## config.mk

```make
export PLATFORM = sky130hd
export DESIGN_NAME = tps_seq
export DESIGN_NICKNAME = d
export VERILOG_FILES = /design/src/hw/tps_pkg.sv /design/src/hw/tps_flags_if.sv /design/src/hw/tps_sync.sv /design/src/hw/tps_seq.sv
export SDC_FILE = /design/constraint.sdc
export NUM_CORES = 1
export LEC_CHECK = 0
export ABC_AREA = 1
export BUFFER_PORTS_ARGS = -buffer_cell sky130_fd_sc_hd__buf_2
export CAP_MARGIN = 20
export CORE_ASPECT_RATIO = 0.9
export CORE_MARGIN = 2
export CORE_UTILIZATION = 45
export DETAILED_ROUTE_END_ITERATION = 16
export PLACE_DENSITY = 0.73
export SETUP_SLACK_MARGIN = 0.3
export SYNTH_ARGS = -nofsm -noshare
export SYNTH_HDL_FRONTEND = slang
export SYNTH_SLANG_ARGS = --single-unit
```

## constraint.sdc

```tcl
create_clock -name clock -period 2.2 [get_ports clock]
set_clock_uncertainty 0.15 [all_clocks]
set_input_delay 0.33 -clock clock [delete_from_list [all_inputs] [get_ports clock]]
set_output_delay 0.33 -clock clock [all_outputs]
set_load 0.02 [all_outputs]
```

## src/hw/tps_pkg.sv

```systemverilog
// Constants for the triple rail power sequencer.
// Assumes a single 20 MHz clock and comparator flags arriving from the analogue side.
package tps_pkg;
   localparam int unsigned CLK_HZ          = 20000000;
   localparam int unsigned PHASE_TIME_US   = 1000;
   localparam int unsigned PUMP_RAMP_US    = 4000;
   localparam int unsigned PHASE_CYCLES    = (CLK_HZ / 1000000) * PHASE_TIME_US;
   localparam int unsigned RAMP_CYCLES     = (CLK_HZ / 1000000) * PUMP_RAMP_US;
   localparam int unsigned OSC_DIV         = 20;
   localparam int unsigned RAMP_W          = 8;
   localparam logic [1:0]  CEIL_QUARTER    = 2'h0;
   localparam logic [1:0]  CEIL_HALF       = 2'h1;
   localparam logic [1:0]  CEIL_3QUARTER   = 2'h2;
   localparam logic [1:0]  CEIL_FULL       = 2'h3;
   typedef enum logic [2:0] {
      TPS_OFF, TPS_REF, TPS_MAIN, TPS_NEG, TPS_POS, TPS_READY
   } tps_state_t;
endpackage

```

## src/hw/tps_flags_if.sv

```systemverilog
// Carries the synchronised comparator flags between the synchroniser and the sequencer.
// Assumes both ends run on the same clock.
`timescale 1ns/100ps
interface tps_flags_if;
   logic ref_ok;
   logic main_ok;
   logic neg_ok;
   logic pos_ok;
   logic ref_flt;
   logic main_flt;
   logic neg_flt;
   logic pos_flt;
   modport src (output ref_ok, main_ok, neg_ok, pos_ok, ref_flt, main_flt, neg_flt, pos_flt);
   modport dst (input ref_ok, main_ok, neg_ok, pos_ok, ref_flt, main_flt, neg_flt, pos_flt);
endinterface

```

## src/hw/tps_sync.sv

```systemverilog
// Two flip-flop synchroniser for the eight comparator flags.
// Assumes flags are asynchronous levels from analogue comparators.
`timescale 1ns/100ps
module tps_sync
   import tps_pkg::*;
(
   input  wire logic       clock,
   input  wire logic       rst,
   input  wire logic [7:0] flags_in,
   tps_flags_if.src        flags
);
   logic [7:0] meta_q;
   logic [7:0] sync_q;

   always_ff @(posedge clock) begin
      if (rst) begin
         meta_q <= 8'h00;
         sync_q <= 8'h00;
      end else begin
         meta_q <= flags_in;
         sync_q <= meta_q;
      end
   end

   assign flags.ref_ok   = sync_q[0];
   assign flags.main_ok  = sync_q[1];
   assign flags.neg_ok   = sync_q[2];
   assign flags.pos_ok   = sync_q[3];
   assign flags.ref_flt  = sync_q[4];
   assign flags.main_flt = sync_q[5];
   assign flags.neg_flt  = sync_q[6];
   assign flags.pos_flt  = sync_q[7];
endmodule

```

## src/hw/tps_seq.sv

```systemverilog
// Power-up sequencer: soft-start phases, rail enables, fault handling and ready pin.
// Assumes comparator flags from the analogue front end and a 20 MHz oscillator clock.
`timescale 1ns/100ps
module tps_seq
   import tps_pkg::*;
#(
   parameter int unsigned PHASE_CYC = PHASE_CYCLES,
   parameter int unsigned RAMP_CYC  = RAMP_CYCLES
) (
   input  wire logic       clock,
   input  wire logic       rst,
   input  wire logic       converter_off_n,
   input  wire logic       ref_good,
   input  wire logic       main_feedback,
   input  wire logic       neg_pump_feedback,
   input  wire logic       pos_pump_feedback,
   input  wire logic       ref_fault,
   input  wire logic       main_fault,
   input  wire logic       neg_fault,
   input  wire logic       pos_fault,
   output logic            ref_enable,
   output logic            ref_discharge,
   output logic            main_enable,
   output logic [1:0]      switch_current_ceiling,
   output logic            neg_pump_enable,
   output logic            pos_pump_enable,
   output logic            pump_clock,
   output logic [RAMP_W-1:0] neg_ramp_level,
   output logic [RAMP_W-1:0] pos_ramp_level,
   output logic            ready_n_out,
   output logic            ready_n_oe_n,
   output logic            fault_seen
);
   ////////////////////////////////////////////////////////////////////////////
   tps_flags_if fl ();
   logic [1:0] off_meta_q;
   logic       off_n_q;
   logic       halt;

   tps_sync u_sync (
      .clock    (clock),
      .rst      (rst),
      .flags_in ({pos_fault, neg_fault, main_fault, ref_fault,
                  pos_pump_feedback, neg_pump_feedback, main_feedback, ref_good}),
      .flags    (fl)
   );

   // The shutdown pin is asynchronous, so it is synchronised before it steers anything.
   always_ff @(posedge clock) begin
      if (rst) begin
         off_meta_q <= 2'h0;
      end else begin
         off_meta_q <= {off_meta_q[0], converter_off_n};
      end
   end
   assign off_n_q = off_meta_q[1];
   assign halt    = rst | ~off_n_q;

   ////////////////////////////////////////////////////////////////////////////
   tps_state_t state_q;
   tps_state_t state_d;

   always_comb begin
      state_d = state_q;
      case (state_q)
         TPS_OFF: begin
            state_d = TPS_REF;
         end
         TPS_REF: begin
            if (fl.ref_ok) begin
               state_d = TPS_MAIN;
            end
         end
         TPS_MAIN: begin
            if (fl.ref_flt) begin
               state_d = TPS_REF;
            end else if (fl.main_ok) begin
               state_d = TPS_NEG;
            end
         end
         TPS_NEG: begin
            if (fl.ref_flt) begin
               state_d = TPS_REF;
            end else if (fl.main_flt) begin
               state_d = TPS_MAIN;
            end else if (fl.neg_ok) begin
               state_d = TPS_POS;
            end
         end
         TPS_POS, TPS_READY: begin
            if (fl.ref_flt) begin
               state_d = TPS_REF;
            end else if (fl.main_flt) begin
               state_d = TPS_MAIN;
            end else if (fl.neg_flt) begin
               state_d = TPS_NEG;
            end else if (fl.pos_flt && state_q == TPS_READY) begin
               state_d = TPS_POS;
            end else if (fl.pos_ok) begin
               state_d = TPS_READY;
            end
         end
         default: begin
            state_d = TPS_OFF;
         end
      endcase
   end

   always_ff @(posedge clock) begin
      if (halt) begin
         state_q <= TPS_OFF;
      end else begin
         state_q <= state_d;
      end
   end

   ////////////////////////////////////////////////////////////////////////////
   // Soft-start phase timer; a restart through TPS_OFF or TPS_REF begins again at phase one, a main fault return to TPS_MAIN keeps the full ceiling.
   logic [$clog2(PHASE_CYC+1)-1:0] phase_cnt_q;
   logic [1:0]                     phase_q;

   always_ff @(posedge clock) begin
      if (halt || state_q == TPS_OFF || state_q == TPS_REF) begin
         phase_cnt_q <= '0;
         phase_q     <= CEIL_QUARTER;
      end else if (fl.main_ok) begin
         phase_q     <= CEIL_FULL;
      end else if (phase_q != CEIL_FULL) begin
         if (phase_cnt_q == ($bits(phase_cnt_q))'(PHASE_CYC - 1)) begin
            phase_cnt_q <= '0;
            phase_q     <= phase_q + 2'h1;
         end else begin
            phase_cnt_q <= phase_cnt_q + 1'b1;
         end
      end
   end

   ////////////////////////////////////////////////////////////////////////////
   // Pump clock at half the oscillator; the oscillator tick is a divided enable.
   logic [$clog2(OSC_DIV)-1:0] osc_cnt_q;
   logic                       osc_tick;

   always_ff @(posedge clock) begin
      if (halt || osc_cnt_q == ($bits(osc_cnt_q))'(OSC_DIV - 1)) begin
         osc_cnt_q <= '0;
      end else begin
         osc_cnt_q <= osc_cnt_q + 1'b1;
      end
   end
   assign osc_tick = (osc_cnt_q == ($bits(osc_cnt_q))'(OSC_DIV - 1));

   always_ff @(posedge clock) begin
      if (halt) begin
         pump_clock <= 1'b0;
      end else if (osc_tick) begin
         pump_clock <= ~pump_clock;
      end
   end

   ////////////////////////////////////////////////////////////////////////////
   // Pump ramp references rise linearly over the ramp time, independent of load.
   localparam int unsigned RAMP_STEP = RAMP_CYC / (2 ** RAMP_W);
   logic [$clog2(RAMP_STEP+1)-1:0] ramp_cnt_q;
   logic                           ramp_tick;
   logic                           neg_on;
   logic                           pos_on;

   assign neg_on = (state_q == TPS_NEG) || (state_q == TPS_POS) || (state_q == TPS_READY);
   assign pos_on = (state_q == TPS_POS) || (state_q == TPS_READY);

   always_ff @(posedge clock) begin
      if (halt || ramp_tick) begin
         ramp_cnt_q <= '0;
      end else begin
         ramp_cnt_q <= ramp_cnt_q + 1'b1;
      end
   end
   assign ramp_tick = (ramp_cnt_q == ($bits(ramp_cnt_q))'(RAMP_STEP - 1));

   always_ff @(posedge clock) begin
      if (halt || !neg_on) begin
         neg_ramp_level <= '0;
      end else if (ramp_tick && neg_ramp_level != {RAMP_W{1'b1}}) begin
         neg_ramp_level <= neg_ramp_level + 1'b1;
      end
   end

   always_ff @(posedge clock) begin
      if (halt || !pos_on) begin
         pos_ramp_level <= '0;
      end else if (ramp_tick && pos_ramp_level != {RAMP_W{1'b1}}) begin
         pos_ramp_level <= pos_ramp_level + 1'b1;
      end
   end

   ////////////////////////////////////////////////////////////////////////////
   // All enables are registered so every output comes straight from a flip-flop.
   always_ff @(posedge clock) begin
      if (halt) begin
         ref_enable             <= 1'b0;
         ref_discharge          <= 1'b1;
         main_enable            <= 1'b0;
         neg_pump_enable        <= 1'b0;
         pos_pump_enable        <= 1'b0;
         switch_current_ceiling <= CEIL_QUARTER;
         ready_n_oe_n           <= 1'b1;
      end else begin
         ref_enable             <= 1'b1;
         ref_discharge          <= 1'b0;
         main_enable            <= (state_q != TPS_OFF) && (state_q != TPS_REF);
         neg_pump_enable        <= neg_on;
         pos_pump_enable        <= pos_on;
         switch_current_ceiling <= phase_q;
         ready_n_oe_n           <= !(state_d == TPS_READY);
      end
   end

   // Open drain: the pin only ever drives low.
   always_ff @(posedge clock) begin
      ready_n_out <= 1'b0;
   end

   // Sticky record of any fault flag while running; cleared by shutdown.
   always_ff @(posedge clock) begin
      if (halt) begin
         fault_seen <= 1'b0;
      end else if (fl.ref_flt || fl.main_flt || fl.neg_flt || fl.pos_flt) begin
         fault_seen <= 1'b1;
      end
   end
endmodule

```

==> results of run 1 <==
[critical path: cells and delay by family, from the launching register on]
family / cells / cell delay (ps)
AND/OR/NAND/NOR: 6 / 860
flip-flops: 1 / 340
adder cells (fa/ha/maj): 1 / 240
[final cells by class]
class	count	area, um2	area share, %
clock buffers	10	127.6	3.287
clock inverters	6	70.07	1.805
inverters	68	257.7	6.639
multi-input cells	302	1565	40.32
flip-flops and latches	78	1562	40.22
well taps	96	120.1	3.094
repair buffers	36	180.2	4.641
[stage by stage]
stage | hold slack [ps] | setup WS [ps]
5_1_grt | 14.99 | 348.0
6_report | 25.82 | 493.8
3_5_place_dp | 241.6 | 488.8
4_1_cts | 5.919 | 474.2
3_3_place_gp | 242.1 | 548.6
2_1_floorplan | 238.3 | 588.1
[power by group through the flow]
stage / Combinational (mW) / Clock, mW / Sequential, mW
after floorplan: 0.0379 / 0 / 1.47
after global placement: 0.0498 / 0 / 1.47
after detailed placement: 0.0519 / 0 / 1.47
after CTS: 0.0521 / 1.11 / 1.44
after global routing: 0.0602 / 1.15 / 1.44
final: 0.0512 / 1.07 / 1.44
[flip-flops by register name (all words and copies together), names as in the netlist, 3 cells and up]
signal          count
neg_ramp_level      8
osc_cnt_q           5
phase_cnt_q        15
pos_ramp_level      8
ramp_cnt_q          9
state_q             3
u_sync.meta_q       8
u_sync.sync_q       8
[logic make-up (layout without fill, tap and decap cells)]
logic type / Yosys count / in the layout
AO/OA/AOI/OAI: 45 / 45
XOR/XNOR: 16 / 16
adder cells (fa/ha/maj): 6 / 6
buffers and inverters: 72 / 120
flip-flops: 78 / 78
other: 1 / 1
AND/OR/NAND/NOR: 234 / 234
[Yosys cell counts, drive strengths merged]
master	n	area [um2]
a21o	1	7.510
a21oi	31	155.2
a31oi	1	6.260
buf	3	30.03
clkbuf	1	3.750
clkinv	1	3.750
conb	1	3.750
dfxtp	78	1562
ha	6	75.07
inv	67	254.0
nand2	98	372.9
nand3	22	110.1
nand3b	3	22.52
nand4	17	133.9
nor2	73	322.8
nor3	15	85.08
nor3b	1	7.510
nor4	1	6.260
o211ai	2	15.01
o21ai	8	62.56
o21bai	1	7.510
o22ai	1	6.260
or2	4	25.02
xnor2	5	43.79
xor2	11	96.34
[layer usage]
| metal | vias to the layer above | track usage (%) |
|---|---|---|
| met2 | 46 | 28.80 |
| met4 | 0 | 6.494 |
| met5 | - | 0 |
| li1 | 1520 | - |
| met1 | 1300 | 19.27 |
| met3 | 4 | 5.043 |
[worst max path at each step]
stage                              endpoint  cells after the start
after floorplan           neg_ramp_level[1]                      6
after global placement       phase_cnt_q[8]                      7
after detailed placement     phase_cnt_q[8]                      7
after CTS                    phase_cnt_q[8]                      7
after global routing         phase_cnt_q[9]                      8
final                        phase_cnt_q[8]                      7
[cell usage in the layout, fill, tap and decap left out, types with 2 or more instances in the layout]
cell and n:
nand2_1 96, dfxtp_1 78, nor2_1 65, inv_1 62, buf_2 36, a21oi_1 31, nand3_1 22, nand4_1 14
nor3_1 13, xor2_1 11, clkbuf_8 9, ha_1 6, xnor2_1 5, nor2_2 4, inv_2 4, o21ai_0 4
or2_2 4, nor2_4 3, nand3b_1 3, clkinvlp_4 3, nand4_2 2, o21ai_4 2, o21ai_1 2, o211ai_1 2
nand2_2 2, nor3_2 2, inv_6 2
==> qor.txt, run 1 <==
run status -> finished clean
pins over their slew limit -> 0
antenna fix cells -> 0
deepest clock path buffer count -> 2
Crit Reg-Reg Endpoint -> phase_cnt_q[8]
layout cell share with drive strength beyond 1 -> 15.40%
largest stage delay on the critical path -> 340 ps
element type at the critical path end -> flop
unrepaired setup endpoints after global routing -> no
post-detailed-route via-to-cell ratio -> 4.815
total routed wirelength -> 6.453 mm
Final Core Density -> 51.98%
maxcap violations -> 0
Die X-Extent -> 95.87 um
area of all placed cells without fillers -> 0.003882 mm2
number of buffers created by CTS -> 9
critical path peak fanout -> 9
Final Hold Viols -> 0
final period utilization -> 77.55%
placeable core region -> 0.007470 mm2
crit path launch -> phase_q[0]
maximum number of pins on one net before global-route repair -> 20
relative contribution of the clock network to total power -> 41.8%
yosys warns -> 0
synthesized cell area -> 0.003418 mm2
global-route wire length before repair -> 10.86 mm
power share of the sequential group -> 56.2%
synthesized netlist net count -> 469
DRC viols -> 0
via count -> 2870
post-placement cell area -> 0.003685 mm2
met1 WL -> 2.900 mm
R2R setup slack -> 490 ps
IO buf count -> 36
antenna violations before repair -> 0
Total Nets Final -> 512
Detail Route Antenna Nets -> 0
count of pins on the block boundary -> 38
synthesized flop and latch total -> 78
register area share after synthesis -> 45.68%
Starting Density -> 45.76%
Fillers -> 703
clk slew on worst S/H paths -> 80 ps
total power consumption of the routed design -> 2.558 mW
post-synthesis instance total -> 452
arrival time of the worst setup path -> 1790 ps
global-route usage over all layers -> 16.68%
std cell rows -> 30
internal power -> 1.980 mW
mean instance size in the synthesized netlist -> 7.563 um2
routed wire length on met2 -> 3.228 mm
via count of the first global-routing pass -> 2626
number of setup violations in the final report -> 0
logic depth of the worst register-to-register path -> 7
first-pass detailed-route iteration total -> 4
count of clock tree sinks -> 78
shortest period the worst path allows -> 1706 ps
critical path required time -> 2290 ps
Leak -> 1.582 nW
library cell contributing the largest single delay on the critical path -> dfxtp_1
worst setup path category -> flop to flop
switching share of total power -> 22.61%
relative contribution of combinational cells to total power -> 2.0%
hold endpoint -> u_sync.meta_q[2]
uppermost routed layer -> met4
XOR/XNOR Fraction of Synth Area -> 4.100%
Hold Path Cell Cnt -> 3
detail-routed net length per standard cell -> 10.83 um
Die Y -> 86.69 um
final standard cell count with taps included and fillers excluded -> 596
hold bufs inserted after CTS -> 0
Compound-Gate Fraction of Synth Area -> 7.613%
startpoint class of the critical path -> flop
relative area change from synthesis to final layout -> 13.58%
total length of routed met3 wires -> 274 um
Psw -> 0.5784 mW
Adder-Cell Fraction of Synth Area -> 2.196%
peak clock frequency supported by timing -> 586.1 MHz
class of the tightest hold or removal check -> input pin to flop
area enclosed by the die boundary -> 0.008310 mm2
global route overflow -> 0
post-cts repair resize count -> 0
Netlist cell types -> 37
IR Drop Worst-Case VDD -> 512.6 uV
count of buffers added by post-CTS timing repair for setup -> 0
clock tree from TritonCTS -> done
multiplexer share of the synthesized area -> 0%
dominant combinational cell family by area after synthesis -> simple AND/OR/NAND/NOR gates
startpoint of the worst hold path -> neg_pump_feedback
simple logic cell fraction of the synthesized area -> 31.77%
Placed Cells -> 580
GPL Wtd Cong -> 0.8921
H-Tree Level Count -> 3
start of the worst register-to-register path -> phase_q[0]
root buffer selected by CTS -> clkbuf_8
placed wire-length estimate -> 4.808 mm
cell area power density -> 658.9 mW/mm2
worst-skew pair later-pin latency -> 350 ps
setup total negative slack -> 0 ps
cells along the critical path -> ha_1 -> nor2_4 -> nand2_2 -> nor2_2 -> nand2_1 -> nor3_1 -> nor3_2
Starting DRT DRC Count -> 127
No activity file was read; power rests on OpenSTA's default activity.
==> run 2, diff against run 1 <==
==> constraint.sdc (replaced) <==
create_clock -name clock -period 1.69 [get_ports clock]
set_clock_uncertainty 0.15 [all_clocks]
set_input_delay 0.2535 -clock clock [delete_from_list [all_inputs] [get_ports clock]]
set_output_delay 0.2535 -clock clock [all_outputs]
set_load 0.02 [all_outputs]
==> run 2 against run 1 <==
  * Final cell count rose by 7.9%
  * Highest routed layer unchanged
  * Clock power rose by 43%
  * Global-route usage rose by 2.4 points
  * Critical path type unchanged
  * Register-to-register slack got worse by 350 ps
  * Count of clock-buffer cells in the layout rose by 1
  * Via count rose by 14%
==> qor.txt, run 2 (same netlist as run 1, synthesis figures left out) <==
post-route setup slack -> 144.4 ps (-349.4 ps)
setup total negative slack -> 0 ps (unchanged)
power share of the sequential group -> 53.2% (-3.0 points)
Total Nets Final -> 559 (+9.2%)
Largest register FFs -> 15 (unchanged)
Fillers -> 601 (-15%)
Starting Density -> 45.76% (unchanged)
post-route worst hold slack -> 11.15 ps (-14.67 ps)
maxcap violations -> 0 (unchanged)
Die X-Extent -> 95.87 um (unchanged)
detail-routed net length per standard cell -> 12.79 um (+18%)
element type at the critical path end -> flop
relative contribution of the clock network to total power -> 44.0% (+2.2 points)
pins over their slew limit -> 0 (unchanged)
Die Y -> 86.69 um (unchanged)
IO buf count -> 36 (unchanged)
registers with the highest flip-flop counts -> phase_cnt_q (15), ramp_cnt_q (9)
count of clock tree sinks -> 78 (unchanged)
Leak -> 1.921 nW (+21%)
Placed Cells -> 587 (+1.2%)
first-pass detailed-route iteration total -> 6 (+2)
final period utilization -> 91.46% (+14 points)
largest register by flop count -> phase_cnt_q
switching share of total power -> 22.11% (-0.50 points)
clock tree from TritonCTS -> done
antenna fix cells -> 0 (unchanged)
critical path required time -> 1820 ps (-470 ps)
total power consumption of the routed design -> 3.478 mW (+36%)
Place WS -> 126.9 ps (-361.9 ps)
area of all placed cells without fillers -> 0.004745 mm2 (+22%)
relative contribution of combinational cells to total power -> 2.8% (+0.8 points)
arrival time of the worst setup path -> 1670 ps (-120 ps)
placed wire-length estimate -> 4.931 mm (+2.6%)
maximum number of pins on one net before global-route repair -> 19 (-5.0%)
class of the tightest hold or removal check -> input pin to flop
root buffer selected by CTS -> clkbuf_8
internal power -> 2.709 mW (+37%)
DRC viols -> 0 (unchanged)
post-placement cell area -> 0.003871 mm2 (+5.1%)
Psw -> 0.7691 mW (+33%)
Final Hold Viols -> 0 (unchanged)
layout cell share with drive strength beyond 1 -> 39.49% (+24 points)
run status -> finished clean
deepest clock path buffer count -> 2 (unchanged)
critical path peak fanout -> 7 (-2)
Final Core Density -> 63.52% (+12 points)
cell area power density -> 733.1 mW/mm2 (+11%)
count of pins on the block boundary -> 38 (unchanged)
peak clock frequency supported by timing -> 647.0 MHz (+10%)
relative area change from synthesis to final layout -> 38.80%
post-detailed-route via-to-cell ratio -> 5.103 (+6.0%)
startpoint class of the critical path -> flop
worst-skew pair later-pin latency -> 360 ps (about the same)
via count -> 3281 (+14%)
antenna violations before repair -> 0 (unchanged)
GPL Wtd Cong -> 0.8721 (-2.2%)
H-Tree Level Count -> 3 (unchanged)
std cell rows -> 30 (unchanged)
area enclosed by the die boundary -> 0.008310 mm2 (unchanged)
via count of the first global-routing pass -> 2932 (+12%)
worst setup path category -> flop to flop
unrepaired setup endpoints after global routing -> yes
most common library cell in the layout ignoring fill and taps -> nand2_1
Starting DRT DRC Count -> 203 (+60%)
IR Drop Worst-Case VDD -> 509.4 uV (-0.63%)
final standard cell count with taps included and fillers excluded -> 643 (+7.9%)
Detail Route Antenna Nets -> 0 (unchanged)
global-route usage over all layers -> 19.10% (+2.4 points)
placeable core region -> 0.007470 mm2 (unchanged)
leading cell types in the layout, fill and taps excluded -> nand2_1, inv_1, nor2_1
number of buffers created by CTS -> 9 (unchanged)
number of setup violations in the final report -> 0 (unchanged)
global route overflow -> 0 (unchanged)
global-route wire length before repair -> 12.54 mm (+16%)
total routed wirelength -> 8.223 mm (+27%)
shortest period the worst path allows -> 1546 ps (-160.6 ps)
clk slew on worst S/H paths -> 80 ps (about the same)
-- run 2: final cells by class --
class	instances	area, um2	area share (%)
tap	96	120.1	2.532
timing repair buffer	82	581.8	12.26
multi-input combinational	303	1908	40.22
sequential	78	1633	34.41
clock buffer	11	162.7	3.428
inverter	68	274.0	5.775
clock inverter	5	65.06	1.371
-- run 2: power by group through the flow --
stage / Combinational (mW) / Sequential, mW / Clock, mW
2_1_floorplan: 0.0490 / 1.90 / 0
3_3_place_gp: 0.0688 / 1.90 / 0
3_5_place_dp: 0.0708 / 1.90 / 0
4_1_cts: 0.0890 / 1.85 / 1.56
5_1_grt: 0.109 / 1.85 / 1.64
6_report: 0.0986 / 1.85 / 1.53
-- run 2: path summary, 6_finish.rpt --
| path | startpoint | to | slack (ps) | cells past startpoint |
|---|---|---|---|---|
| worst min-delay path | rst | ref_enable | 10 | 2 |
| worst max register to register | ramp_cnt_q[0] | neg_ramp_level[2] | 140 | 7 |
| worst max-delay path | ramp_cnt_q[0] | neg_ramp_level[2] | 140 | 7 |
| worst min register to register | u_sync.meta_q[0] | u_sync.sync_q[0] | 250 | 2 |
-- run 2: what timing repair did --
action / 4_1_cts / 5_1_grt
endpoints found under the setup margin: 37 / 47
pin swaps: 16 / 22
hold buffers: 9 / 0
hold endpoints to repair: 9 / 0
setup buffers: 16 / 14
resized for setup: 45 / 63
gates cloned: 0 / 1
-- run 2: layer usage --
metal / GRT usage (%) / vias up / wire length (um)
met2: 32.04 / 126 / 4035
met5: 0 / - / 0
met4: 6.753 / 0 / 136
met1: 23.07 / 1515 / 3613
met3: 5.913 / 20 / 438
li1: - / 1620 / -
-- run 2: critical path, cell delays in order (launching register included) --
cell,delay [ps]
dfxtp_4,370
ha_4,130
nand4_1,120
nor2_4,250
o21ai_4,150
inv_4,120
nand2_2,60
a21oi_2,130
